===== src/sss_pkg.sv =====
// Package for the sync status supervisor: states, register map, timing constants
package sss_pkg;

  // Quality states, best first; lower code ranks higher
  typedef enum logic [2:0] {
    SSS_LOCKED_REGULATED,
    SSS_SYNCED_HOLDOVER,
    SSS_SYNCED_SIMULATED,
    SSS_CRYSTAL_SYNC_DELAY,
    SSS_CRYSTAL_FREEWHEEL,
    SSS_CRYSTAL_SET_MANUALLY,
    SSS_TIME_INVALID
  } sss_state_type;

  // Receiver report bundle
  typedef struct packed {
    logic [4:0] sats_received;
    logic receiver_sync;
    logic position_changing;
    logic antenna_short;
    logic antenna_open;
    logic crystal_reg_fail;
    logic general_module_fault;
    logic port_setting_fault;
    logic nonvolatile_store_fault;
  } sss_rx_type;

  // Register offsets
  localparam logic [3:0] SSS_REG_CONTROL = 4'h0;
  localparam logic [3:0] SSS_REG_LOCK_DELAY = 4'h1;
  localparam logic [3:0] SSS_REG_HOLDOVER = 4'h2;
  localparam logic [3:0] SSS_REG_THRESHOLD = 4'h3;
  localparam logic [3:0] SSS_REG_STATUS = 4'h4;
  localparam logic [3:0] SSS_REG_ERRORS = 4'h5;
  localparam logic [3:0] SSS_REG_LOCK_REMAIN = 4'h6;
  localparam logic [3:0] SSS_REG_HOLD_REMAIN = 4'h7;
  localparam logic [3:0] SSS_REG_COMMAND = 4'h8;

  // Control register fields
  localparam int SSS_CTRL_FIXED_MODE = 0;
  localparam int SSS_CTRL_OFFSET_SET = 1;
  localparam int SSS_CTRL_DST_SET = 2;
  localparam int SSS_CTRL_SIMULATE = 3;
  localparam int SSS_CTRL_TIME_VALID = 4;
  // Command register fields (write one, self clearing)
  localparam int SSS_CMD_MODULE_RESET = 0;
  localparam int SSS_CMD_FACTORY = 1;
  localparam int SSS_CMD_MANUAL_SET = 2;
  localparam int SSS_CMD_RX_INIT = 3;

  // Error register fields
  localparam int SSS_ERR_GENERAL = 0;
  localparam int SSS_ERR_RX_INIT = 1;
  localparam int SSS_ERR_NO_OFFSET = 2;
  localparam int SSS_ERR_NO_DST = 3;
  localparam int SSS_ERR_PORT = 4;
  localparam int SSS_ERR_CRYSTAL = 5;
  localparam int SSS_ERR_ANT_SHORT = 6;
  localparam int SSS_ERR_ANT_OPEN = 7;
  localparam int SSS_ERR_NVSTORE = 8;
  localparam int SSS_ERR_RAW_DATA = 9;
  localparam int SSS_ERR_WIDTH = 10;

  // Reset values
  localparam logic [4:0] SSS_CONTROL_RESET = 5'h01;
  localparam logic [10:0] SSS_LOCK_DELAY_RESET = 11'h000;
  localparam logic [10:0] SSS_HOLDOVER_RESET = 11'h00a;
  localparam logic [2:0] SSS_THRESHOLD_RESET = 3'h1;

  // Timing
  localparam int SSS_MIN_SATS = 4;
  localparam logic [10:0] SSS_HOLDOVER_MIN = 11'h002;
  localparam logic [10:0] SSS_HOLDOVER_MAX = 11'h5a0;
  localparam int SSS_CLOCK_HZ = 100_000_000;
  localparam int SSS_SECOND_S = 1;
  localparam int SSS_TICK_CYCLES = SSS_CLOCK_HZ * SSS_SECOND_S;
  localparam int SSS_MINUTE_S = 60;
  localparam int SSS_REFRESH_S = 5;
  localparam int SSS_RX_INIT_MIN = 1;
  localparam int SSS_LEAP_MIN = 13;

endpackage


===== src/sss_supervisor.sv =====
// Sync status supervisor: state ranking, timers, error collection, status output
`timescale 1ns/1ps

module sss_supervisor #(
  parameter int TICK_CYCLES = sss_pkg::SSS_TICK_CYCLES
) (
  // Clock and reset
  input wire logic clock,
  input wire logic reset,
  // Register port
  input wire logic [3:0] reg_addr,
  input wire logic [15:0] reg_wdata,
  input wire logic reg_write,
  input wire logic reg_read,
  output logic [15:0] reg_rdata,
  // Receiver reports
  input wire sss_pkg::sss_rx_type rx,
  // Outputs
  output logic status_output,
  output logic error_collected,
  output logic source_reset,
  output logic position_update,
  output sss_pkg::sss_state_type sync_state
);

  logic [4:0] control;
  logic [10:0] lock_delay;
  logic [10:0] holdover;
  logic [2:0] threshold;
  logic [26:0] tick_count;
  logic [5:0] second_count;
  logic [2:0] refresh_count;
  logic [10:0] lock_remain;
  logic [10:0] hold_remain;
  logic [3:0] leap_remain;
  logic [1:0] init_remain;
  logic leap_pending;
  logic was_synced;
  logic [sss_pkg::SSS_ERR_WIDTH-1:0] errors;
  logic [15:0] next_rdata;
  sss_pkg::sss_state_type next_state;

  wire second_tick = (tick_count == 27'(TICK_CYCLES - 1));
  wire minute_tick = second_tick && (second_count == 6'(sss_pkg::SSS_MINUTE_S - 1));
  wire refresh_tick = second_tick && (refresh_count == 3'(sss_pkg::SSS_REFRESH_S - 1));
  wire wr_control = reg_write && (reg_addr == sss_pkg::SSS_REG_CONTROL);
  wire wr_lock = reg_write && (reg_addr == sss_pkg::SSS_REG_LOCK_DELAY);
  wire wr_hold = reg_write && (reg_addr == sss_pkg::SSS_REG_HOLDOVER);
  wire wr_thresh = reg_write && (reg_addr == sss_pkg::SSS_REG_THRESHOLD);
  wire wr_cmd = reg_write && (reg_addr == sss_pkg::SSS_REG_COMMAND);
  wire cmd_module_reset = wr_cmd && reg_wdata[sss_pkg::SSS_CMD_MODULE_RESET];
  wire cmd_factory = wr_cmd && reg_wdata[sss_pkg::SSS_CMD_FACTORY];
  wire cmd_manual = wr_cmd && reg_wdata[sss_pkg::SSS_CMD_MANUAL_SET];
  wire cmd_rx_init = wr_cmd && reg_wdata[sss_pkg::SSS_CMD_RX_INIT];
  wire fixed_mode = control[sss_pkg::SSS_CTRL_FIXED_MODE];
  wire simulate = control[sss_pkg::SSS_CTRL_SIMULATE];
  wire time_valid = control[sss_pkg::SSS_CTRL_TIME_VALID];
  wire sats_ok = (rx.sats_received >= 5'(sss_pkg::SSS_MIN_SATS));
  wire receiving = (rx.sats_received != 5'h00);
  wire hold_ok = (reg_wdata[10:0] >= sss_pkg::SSS_HOLDOVER_MIN) &&
                 (reg_wdata[10:0] <= sss_pkg::SSS_HOLDOVER_MAX);
  wire withhold = (fixed_mode && rx.position_changing) || leap_pending ||
                  !control[sss_pkg::SSS_CTRL_OFFSET_SET] || !control[sss_pkg::SSS_CTRL_DST_SET];
  wire rx_synced = rx.receiver_sync && sats_ok && !withhold;
  assign position_update = fixed_mode && sats_ok;
  assign source_reset = cmd_module_reset;

  // Live error vector, sampled on the refresh tick
  logic [sss_pkg::SSS_ERR_WIDTH-1:0] live_errors;
  always_comb begin
    live_errors = '0;
    live_errors[sss_pkg::SSS_ERR_GENERAL] = rx.general_module_fault;
    live_errors[sss_pkg::SSS_ERR_RX_INIT] = (init_remain != 2'h0);
    live_errors[sss_pkg::SSS_ERR_NO_OFFSET] = !control[sss_pkg::SSS_CTRL_OFFSET_SET];
    live_errors[sss_pkg::SSS_ERR_NO_DST] = !control[sss_pkg::SSS_CTRL_DST_SET];
    live_errors[sss_pkg::SSS_ERR_PORT] = rx.port_setting_fault;
    live_errors[sss_pkg::SSS_ERR_CRYSTAL] = rx.crystal_reg_fail;
    live_errors[sss_pkg::SSS_ERR_ANT_SHORT] = rx.antenna_short;
    live_errors[sss_pkg::SSS_ERR_ANT_OPEN] = rx.antenna_open;
    live_errors[sss_pkg::SSS_ERR_NVSTORE] = rx.nonvolatile_store_fault;
    live_errors[sss_pkg::SSS_ERR_RAW_DATA] = leap_pending && receiving;
  end

  assign error_collected = |errors;

  // Timebase
  always_ff @(posedge clock or posedge reset) begin
    if (reset) begin
      tick_count <= '0;
      second_count <= '0;
      refresh_count <= '0;
    end else begin
      tick_count <= second_tick ? '0 : tick_count + 27'h1;
      if (second_tick) begin
        second_count <= minute_tick ? '0 : second_count + 6'h01;
        refresh_count <= refresh_tick ? '0 : refresh_count + 3'h1;
      end
    end
  end

  // Configuration; module reset leaves it untouched
  always_ff @(posedge clock or posedge reset) begin
    if (reset) begin
      control <= sss_pkg::SSS_CONTROL_RESET;
      lock_delay <= sss_pkg::SSS_LOCK_DELAY_RESET;
      holdover <= sss_pkg::SSS_HOLDOVER_RESET;
      threshold <= sss_pkg::SSS_THRESHOLD_RESET;
    end else begin
      if (wr_control) begin
        control <= reg_wdata[4:0];
      end
      if (wr_lock) begin
        lock_delay <= reg_wdata[10:0];
      end
      if (wr_hold && hold_ok) begin
        holdover <= reg_wdata[10:0];
      end
      if (wr_thresh && (reg_wdata[2:0] <= 3'(sss_pkg::SSS_TIME_INVALID))) begin
        threshold <= reg_wdata[2:0];
      end
      // Factory restore clears time zone and daylight_saving entries
      if (cmd_factory) begin
        control[sss_pkg::SSS_CTRL_OFFSET_SET] <= 1'b0;
        control[sss_pkg::SSS_CTRL_DST_SET] <= 1'b0;
      end
    end
  end

  always_ff @(posedge clock or posedge reset) begin
    if (reset) begin
      errors <= '0;
    end else if (refresh_tick) begin
      errors <= live_errors;
    end
  end

  // leap acquisition counts only minutes with reception
  always_ff @(posedge clock or posedge reset) begin
    if (reset) begin
      leap_pending <= 1'b0;
      leap_remain <= '0;
    end else if (cmd_factory) begin
      leap_pending <= 1'b1;
      leap_remain <= 4'(sss_pkg::SSS_LEAP_MIN);
    end else if (leap_pending && minute_tick && receiving) begin
      leap_remain <= leap_remain - 4'h1;
      leap_pending <= (leap_remain != 4'h1);
    end
  end

  // init flag ends after one full minute boundary at most
  always_ff @(posedge clock or posedge reset) begin
    if (reset) begin
      init_remain <= '0;
    end else if (cmd_rx_init || cmd_module_reset) begin
      init_remain <= 2'(sss_pkg::SSS_RX_INIT_MIN);
    end else if (minute_tick && (init_remain != 2'h0)) begin
      init_remain <= init_remain - 2'h1;
    end
  end

  // State transitions
  always_comb begin
    next_state = sync_state;
    unique case (sync_state)
      sss_pkg::SSS_LOCKED_REGULATED, sss_pkg::SSS_SYNCED_SIMULATED: begin
        if (simulate) begin
          next_state = sss_pkg::SSS_SYNCED_SIMULATED;
        end else if (!rx_synced) begin
          next_state = sss_pkg::SSS_SYNCED_HOLDOVER;
        end else begin
          next_state = sss_pkg::SSS_LOCKED_REGULATED;
        end
      end
      sss_pkg::SSS_SYNCED_HOLDOVER: begin
        if (rx_synced) begin
          next_state = sss_pkg::SSS_LOCKED_REGULATED;
        end else if (minute_tick && (hold_remain == 11'h001)) begin
          next_state = sss_pkg::SSS_CRYSTAL_FREEWHEEL;
        end
      end
      sss_pkg::SSS_CRYSTAL_SYNC_DELAY: begin
        if (!rx_synced) begin
          next_state = was_synced ? sss_pkg::SSS_CRYSTAL_FREEWHEEL
                                  : sss_pkg::SSS_CRYSTAL_SET_MANUALLY;
        end else if (lock_remain == 11'h000) begin
          next_state = sss_pkg::SSS_LOCKED_REGULATED;
        end
      end
      default: begin
        if (simulate && time_valid) begin
          next_state = sss_pkg::SSS_SYNCED_SIMULATED;
        end else if (rx_synced) begin
          next_state = sss_pkg::SSS_CRYSTAL_SYNC_DELAY;
        end else if (sync_state == sss_pkg::SSS_TIME_INVALID && time_valid) begin
          next_state = sss_pkg::SSS_CRYSTAL_SET_MANUALLY;
        end
      end
    endcase
    if (cmd_manual) begin
      next_state = sss_pkg::SSS_CRYSTAL_SET_MANUALLY;
    end
  end

  // module reset returns the time source to crystal set manually; it also restarts the init flag
  always_ff @(posedge clock or posedge reset) begin
    if (reset) begin
      sync_state <= sss_pkg::SSS_CRYSTAL_SET_MANUALLY;
      was_synced <= 1'b0;
    end else if (cmd_module_reset) begin
      sync_state <= sss_pkg::SSS_CRYSTAL_SET_MANUALLY;
      was_synced <= 1'b0;
    end else begin
      sync_state <= next_state;
      if (next_state == sss_pkg::SSS_LOCKED_REGULATED) begin
        was_synced <= 1'b1;
      end
    end
  end

  // minute timers; reloaded from the settings outside their state, stop at zero
  always_ff @(posedge clock or posedge reset) begin
    if (reset) begin
      lock_remain <= '0;
      hold_remain <= '0;
    end else begin
      if (sync_state != sss_pkg::SSS_CRYSTAL_SYNC_DELAY) begin
        lock_remain <= lock_delay;
      end else if (minute_tick && (lock_remain != 11'h000)) begin
        lock_remain <= lock_remain - 11'h001;
      end
      if (sync_state != sss_pkg::SSS_SYNCED_HOLDOVER) begin
        hold_remain <= holdover;
      end else if (minute_tick && (hold_remain != 11'h000)) begin
        hold_remain <= hold_remain - 11'h001;
      end
    end
  end

  always_ff @(posedge clock or posedge reset) begin
    if (reset) begin
      status_output <= 1'b0;
    end else begin
      status_output <= (3'(next_state) <= threshold);
    end
  end

  // Read mux; timers read zero when idle
  always_comb begin
    next_rdata = 16'h0000;
    unique case (reg_addr)
      sss_pkg::SSS_REG_CONTROL: next_rdata = 16'(control);
      sss_pkg::SSS_REG_LOCK_DELAY: next_rdata = 16'(lock_delay);
      sss_pkg::SSS_REG_HOLDOVER: next_rdata = 16'(holdover);
      sss_pkg::SSS_REG_THRESHOLD: next_rdata = 16'(threshold);
      sss_pkg::SSS_REG_STATUS: next_rdata = 16'({error_collected, 3'(sync_state)});
      sss_pkg::SSS_REG_ERRORS: next_rdata = 16'(errors);
      sss_pkg::SSS_REG_LOCK_REMAIN: begin
        if (sync_state == sss_pkg::SSS_CRYSTAL_SYNC_DELAY) begin
          next_rdata = 16'(lock_remain);
        end
      end
      sss_pkg::SSS_REG_HOLD_REMAIN: begin
        if (sync_state == sss_pkg::SSS_SYNCED_HOLDOVER) begin
          next_rdata = 16'(hold_remain);
        end
      end
      default: next_rdata = 16'h0000;
    endcase
  end

  always_ff @(posedge clock or posedge reset) begin
    if (reset) begin
      reg_rdata <= '0;
    end else if (reg_read) begin
      reg_rdata <= next_rdata;
    end else begin
      reg_rdata <= '0;
    end
  end

  // Assertions
  property p_threshold;
    @(posedge clock) disable iff (reset)
    1 |=> (status_output == (3'($past(next_state)) <= $past(threshold)));
  endproperty
  a_threshold: assert property (p_threshold) else $error("status output wrong");

  property p_withhold;
    @(posedge clock) disable iff (reset)
    (withhold && sync_state == sss_pkg::SSS_CRYSTAL_SET_MANUALLY && !simulate)
      |=> sync_state != sss_pkg::SSS_CRYSTAL_SYNC_DELAY;
  endproperty
  a_withhold: assert property (p_withhold) else $error("sync not withheld");

  property p_collect;
    @(posedge clock) disable iff (reset)
    (errors != '0) |-> error_collected;
  endproperty
  a_collect: assert property (p_collect) else $error("collected error missing");

  property p_hold_range;
    @(posedge clock) disable iff (reset)
    (holdover >= sss_pkg::SSS_HOLDOVER_MIN) && (holdover <= sss_pkg::SSS_HOLDOVER_MAX);
  endproperty
  a_hold_range: assert property (p_hold_range) else $error("holdover out of range");

  property p_refresh;
    @(posedge clock) disable iff (reset)
    !$past(refresh_tick) |-> $stable(errors);
  endproperty
  a_refresh: assert property (p_refresh) else $error("errors changed off refresh");

  property p_raw;
    @(posedge clock) disable iff (reset)
    errors[sss_pkg::SSS_ERR_RAW_DATA] |-> $past(receiving, 1) || !$past(refresh_tick);
  endproperty
  a_raw: assert property (p_raw) else $error("raw flag without reception");

  property p_manual;
    @(posedge clock) disable iff (reset)
    cmd_manual |=> sync_state == sss_pkg::SSS_CRYSTAL_SET_MANUALLY;
  endproperty
  a_manual: assert property (p_manual) else $error("manual set state wrong");

  property p_hold_cancel;
    @(posedge clock) disable iff (reset)
    (sync_state == sss_pkg::SSS_SYNCED_HOLDOVER && rx_synced && !cmd_manual && !cmd_module_reset)
      |=> sync_state == sss_pkg::SSS_LOCKED_REGULATED;
  endproperty
  a_hold_cancel: assert property (p_hold_cancel) else $error("holdover not cancelled");

endmodule


===== config.mk =====
export PLATFORM = sky130hd
export DESIGN_NAME = sss_supervisor
export DESIGN_NICKNAME = d
export VERILOG_FILES = /design/src/sss_pkg.sv /design/src/sss_supervisor.sv
export SDC_FILE = /design/constraint.sdc
export NUM_CORES = 1
export LEC_CHECK = 0
export ABC_CLOCK_PERIOD_IN_PS = 5190
export BUFFER_PORTS_ARGS = -buffer_cell sky130_fd_sc_hd__buf_2
export CORE_MARGIN = 1
export CORE_UTILIZATION = 60
export DETAILED_ROUTE_END_ITERATION = 8
export HOLD_SLACK_MARGIN = 0.1
export PLACE_DENSITY = 0.8
export SLEW_MARGIN = 15
export SYNTH_ARGS = -nofsm -noshare
export SYNTH_HDL_FRONTEND = slang
export SYNTH_SLANG_ARGS = --single-unit
export TNS_END_PERCENT = 5

===== constraint.sdc =====
create_clock -name clock -period 5.19 [get_ports clock]
set_clock_uncertainty 0.05 [all_clocks]
set_input_delay 1.038 -clock clock [delete_from_list [all_inputs] [get_ports clock]]
set_output_delay 1.038 -clock clock [all_outputs]
set_load 0.01 [all_outputs]

==> impl_results.md <==
- Largest net degree at the start of global routing: 63
- Number of fill cells: 769
- Share of the synthesized area in the top cell type: 0.444
- Clock network power share: 0.351
- Clk Latency, worst-skew pair: 0.54 ns
- Post-Synthesis Cells: 662
- Mapped cell area: 6480 um2
- Worst-margin pin slew: 1.08 ns
- Sw frac: 0.319
- Maximum VDD drop: 301 uV
- Post-synth top flop: dfrtp_1
- Xor/xnor cell area share of the yosys netlist: 0.0351
- Post-synth top area cell: dfrtp_1
- Wire length per cell: 19.3 um
- Worst R2R Path Depth: 8
- Drt pass-1 iters: 6
- DIE HEIGHT: 106 um
- Hold Path End: tick_count[0]$_DFF_PP0_
- Core area: 10400 um2
- Fraction of registers with async set/reset: 1.00
- Number of synthesized register bits: 121
- Number of buffers added on ports: 49
- Final setup TNS: 0 ns
- Final worst slack: 2.07 ns
- Post-synthesis compound-gate area fraction: 0.138
- CP endpoint kind: output port
- Net switching power: 0.000990 W
- M2 GR Usage: 0.491
- Critical path class: in2out
- Reg2Reg Capture Point: status_output$_DFF_PP0_
- Die Span X: 106 um
- Adder-Cell Fraction of Synth Area: 0.0270
- Most Used Layer, Global Route: met2
- GRT met3 Usage: 0.0773
- Post-CTS Repair Setup Buffers: 0
- CTS H-tree depth: 4
- Crit-path max FO: 15
- Synth Area in Simple Gates: 0.229
- Type of origin of the critical path: primary input
- Final WL: 16500 um
- PwrDens: 420 nW/um2
- Nets@finish: 760
- Initial antenna violation count: 0
- Fmax: 320 MHz
- Hold Buf Count CTS: 0
- Number of max-cap violations: 0
- Final setup viols: 0
- RSZ-0062 raised after global routing: false
- Slew margin rel.: 0.272
- Synth top cells by count: dfrtp_1 (115), nor2_1 (59), nand2_1 (55)
- Post-Place Worst Slack: 1.74 ns
- Worst-path clk slew: 0.05 ns
- Total power: 0.00310 W
- Synth top area cells: dfrtp_1 (44%), mux2_2 (5.7%), nor2_1 (3.4%)
- Status: finished clean
- Tot GR Track Use: 0.316
- WP data required: 4.10 ns
- Worst Hold Class: reg2reg
- Residual DRC: 0
- Pins Over Slew Limit: 0
- Yosys warns: 0
- Clock buffer depth: 2
- Reg power frac: 0.432
- Initial Util: 0.622
- I/O pins: 60
- Ant diodes: 0
- Post-DP HPWL: 11200 um
- R2R Path Start: lock_remain[6]$_DFFE_PP0P_
- Multiplexer share of the synthesized area: 0.0651
- Reg area: 3040 um2
- Seq/Total Area, Yosys: 0.468
- Main combinational cell family by area after synthesis: simple AND/OR/NAND/NOR gates
- Worst hold start: tick_count[0]$_DFF_PP0_
- Starting DRT DRC Count: 571
- LEAKAGE: 3.21 nW
- Vias in the first global route: 5383
- Routed vias/inst: 6.56
- Via count: 5624
- Post-CTS sizing: 0
- Clock Tree Root: clkbuf_8
- Share of cells above drive strength 1: 0.184
- Mapped Avg Cell Area: 9.79 um2
- Most frequent cell after synthesis: dfrtp_1
- Die ar.: 11200 um2
- Period utilisation layout: 0.602
- Cell variety after synth: 60
- Reg2reg setup slack: 2.11 ns
- ANT nets after route: 0
- CTS Buf Count: 17
- GRT overflow: 0
- Post-synth EDFFs: 0
- GP Congestion: 0.929
- CTS tree: built
- Final hold viol count: 0
- Tmin final: 3.12 ns
- Hold Crit Depth: 1
- Met1 GRT Util: 0.424
- Arr. time, crit path: 2.04 ns
- Clk sinks: 121
- Multi-input logic area: 3230 um2
- Area grow syn2layout: 13.9%
- Internal power: 0.00211 W
- First-pass GRT wire length: 27200 um
- Rows: 37
- Combinational Power Share: 0.217
==> worst max-delay path, cell delays in order <==
cell,delay [ns]
buf_2,0.19
nor4_1,0.31
buf_4,0.21
nand2_1,0.09
inv_1,0.07
buf_2,0.12
==> final cells by class <==
cell class	instances	share of cell area
clock buffer	29	0.0690
clock inverter	2	0.00475
inverter	25	0.0131
multi-input combinational	488	0.438
sequential	121	0.411
tap	136	0.0231
timing repair buffer	56	0.0404
==> layout by cell type (no fill, tap or decap), drive strengths merged, types with 17 or more instances in the layout <==
cell type	n
dfrtp	115
nor2	59
buf	56
nand2	55
mux2	33
o21ai	33
clkbuf	29
nand3	27
inv	25
a31oi	24
a21oi	24
nor4	18
or3	17
nor3	17
==> how the worst max path moves through the flow <==
stage | startpoint | end | slack [ns]
3_5_place_dp | reg_addr[1] | holdover[8]$_DFFE_PP0P_ | 1.74
4_1_cts | reg_addr[0] | source_reset | 2.09
3_3_place_gp | reg_addr[1] | holdover[0]$_DFFE_PP0P_ | 1.82
6_report | reg_addr[0] | source_reset | 2.07
5_1_grt | reg_addr[3] | source_reset | 1.91
2_1_floorplan | reset | control[1]$_DFFE_PP0P_ | 0.90
==> layer usage <==
metal | vias to the layer above | share of wire
met5 | - | 0
met4 | 0 | 0.027
met3 | 55 | 0.076
met2 | 291 | 0.48
met1 | 2752 | 0.42
li1 | 2526 | -
==> flip-flops by register name, summed over array words and instances (netlist names) <==
register,cells
tick_count,27
hold_remain,11
holdover,11
lock_delay,11
lock_remain,11
reg_rdata,11
errors,10
second_count,6
control,5
leap_remain,4
refresh_count,3
sync_state,3
threshold,3
init_remain,2
leap_pending,1
status_output,1
was_synced,1
==> power groups by stage <==
stage	clock (W)	combinational [W]	sequential [W]
global route	0.00114	0.000757	0.00136
floorplan	0	0.000505	0.00127
CTS	0.00110	0.000666	0.00133
finish	0.00109	0.000673	0.00134
global placement	0	0.000624	0.00133
detailed placement	0	0.000659	0.00134
==> cell families after synthesis <==
family	count (synthesis)
and+or+nand+nor	267
other	1
adders and majority gates	14
DFF	121
muxes	38
buffers and inverters	57
AOI/OAI and AO/OA	138
xor gates and xnor gates	26
==> through the flow <==
step                      utilization  instance area (um2)  hold slack (ns)  instances
after floorplan                     -                 6490            0.398        666
after global placement          0.656                 6830            0.412        826
after detailed placement        0.656                 6830            0.427        826
after CTS                       0.708                 7380            0.438        857
after global routing            0.708                 7380            0.462        857
final                           0.708                 7380            0.434        857
(Power assumes the default switching activity.)
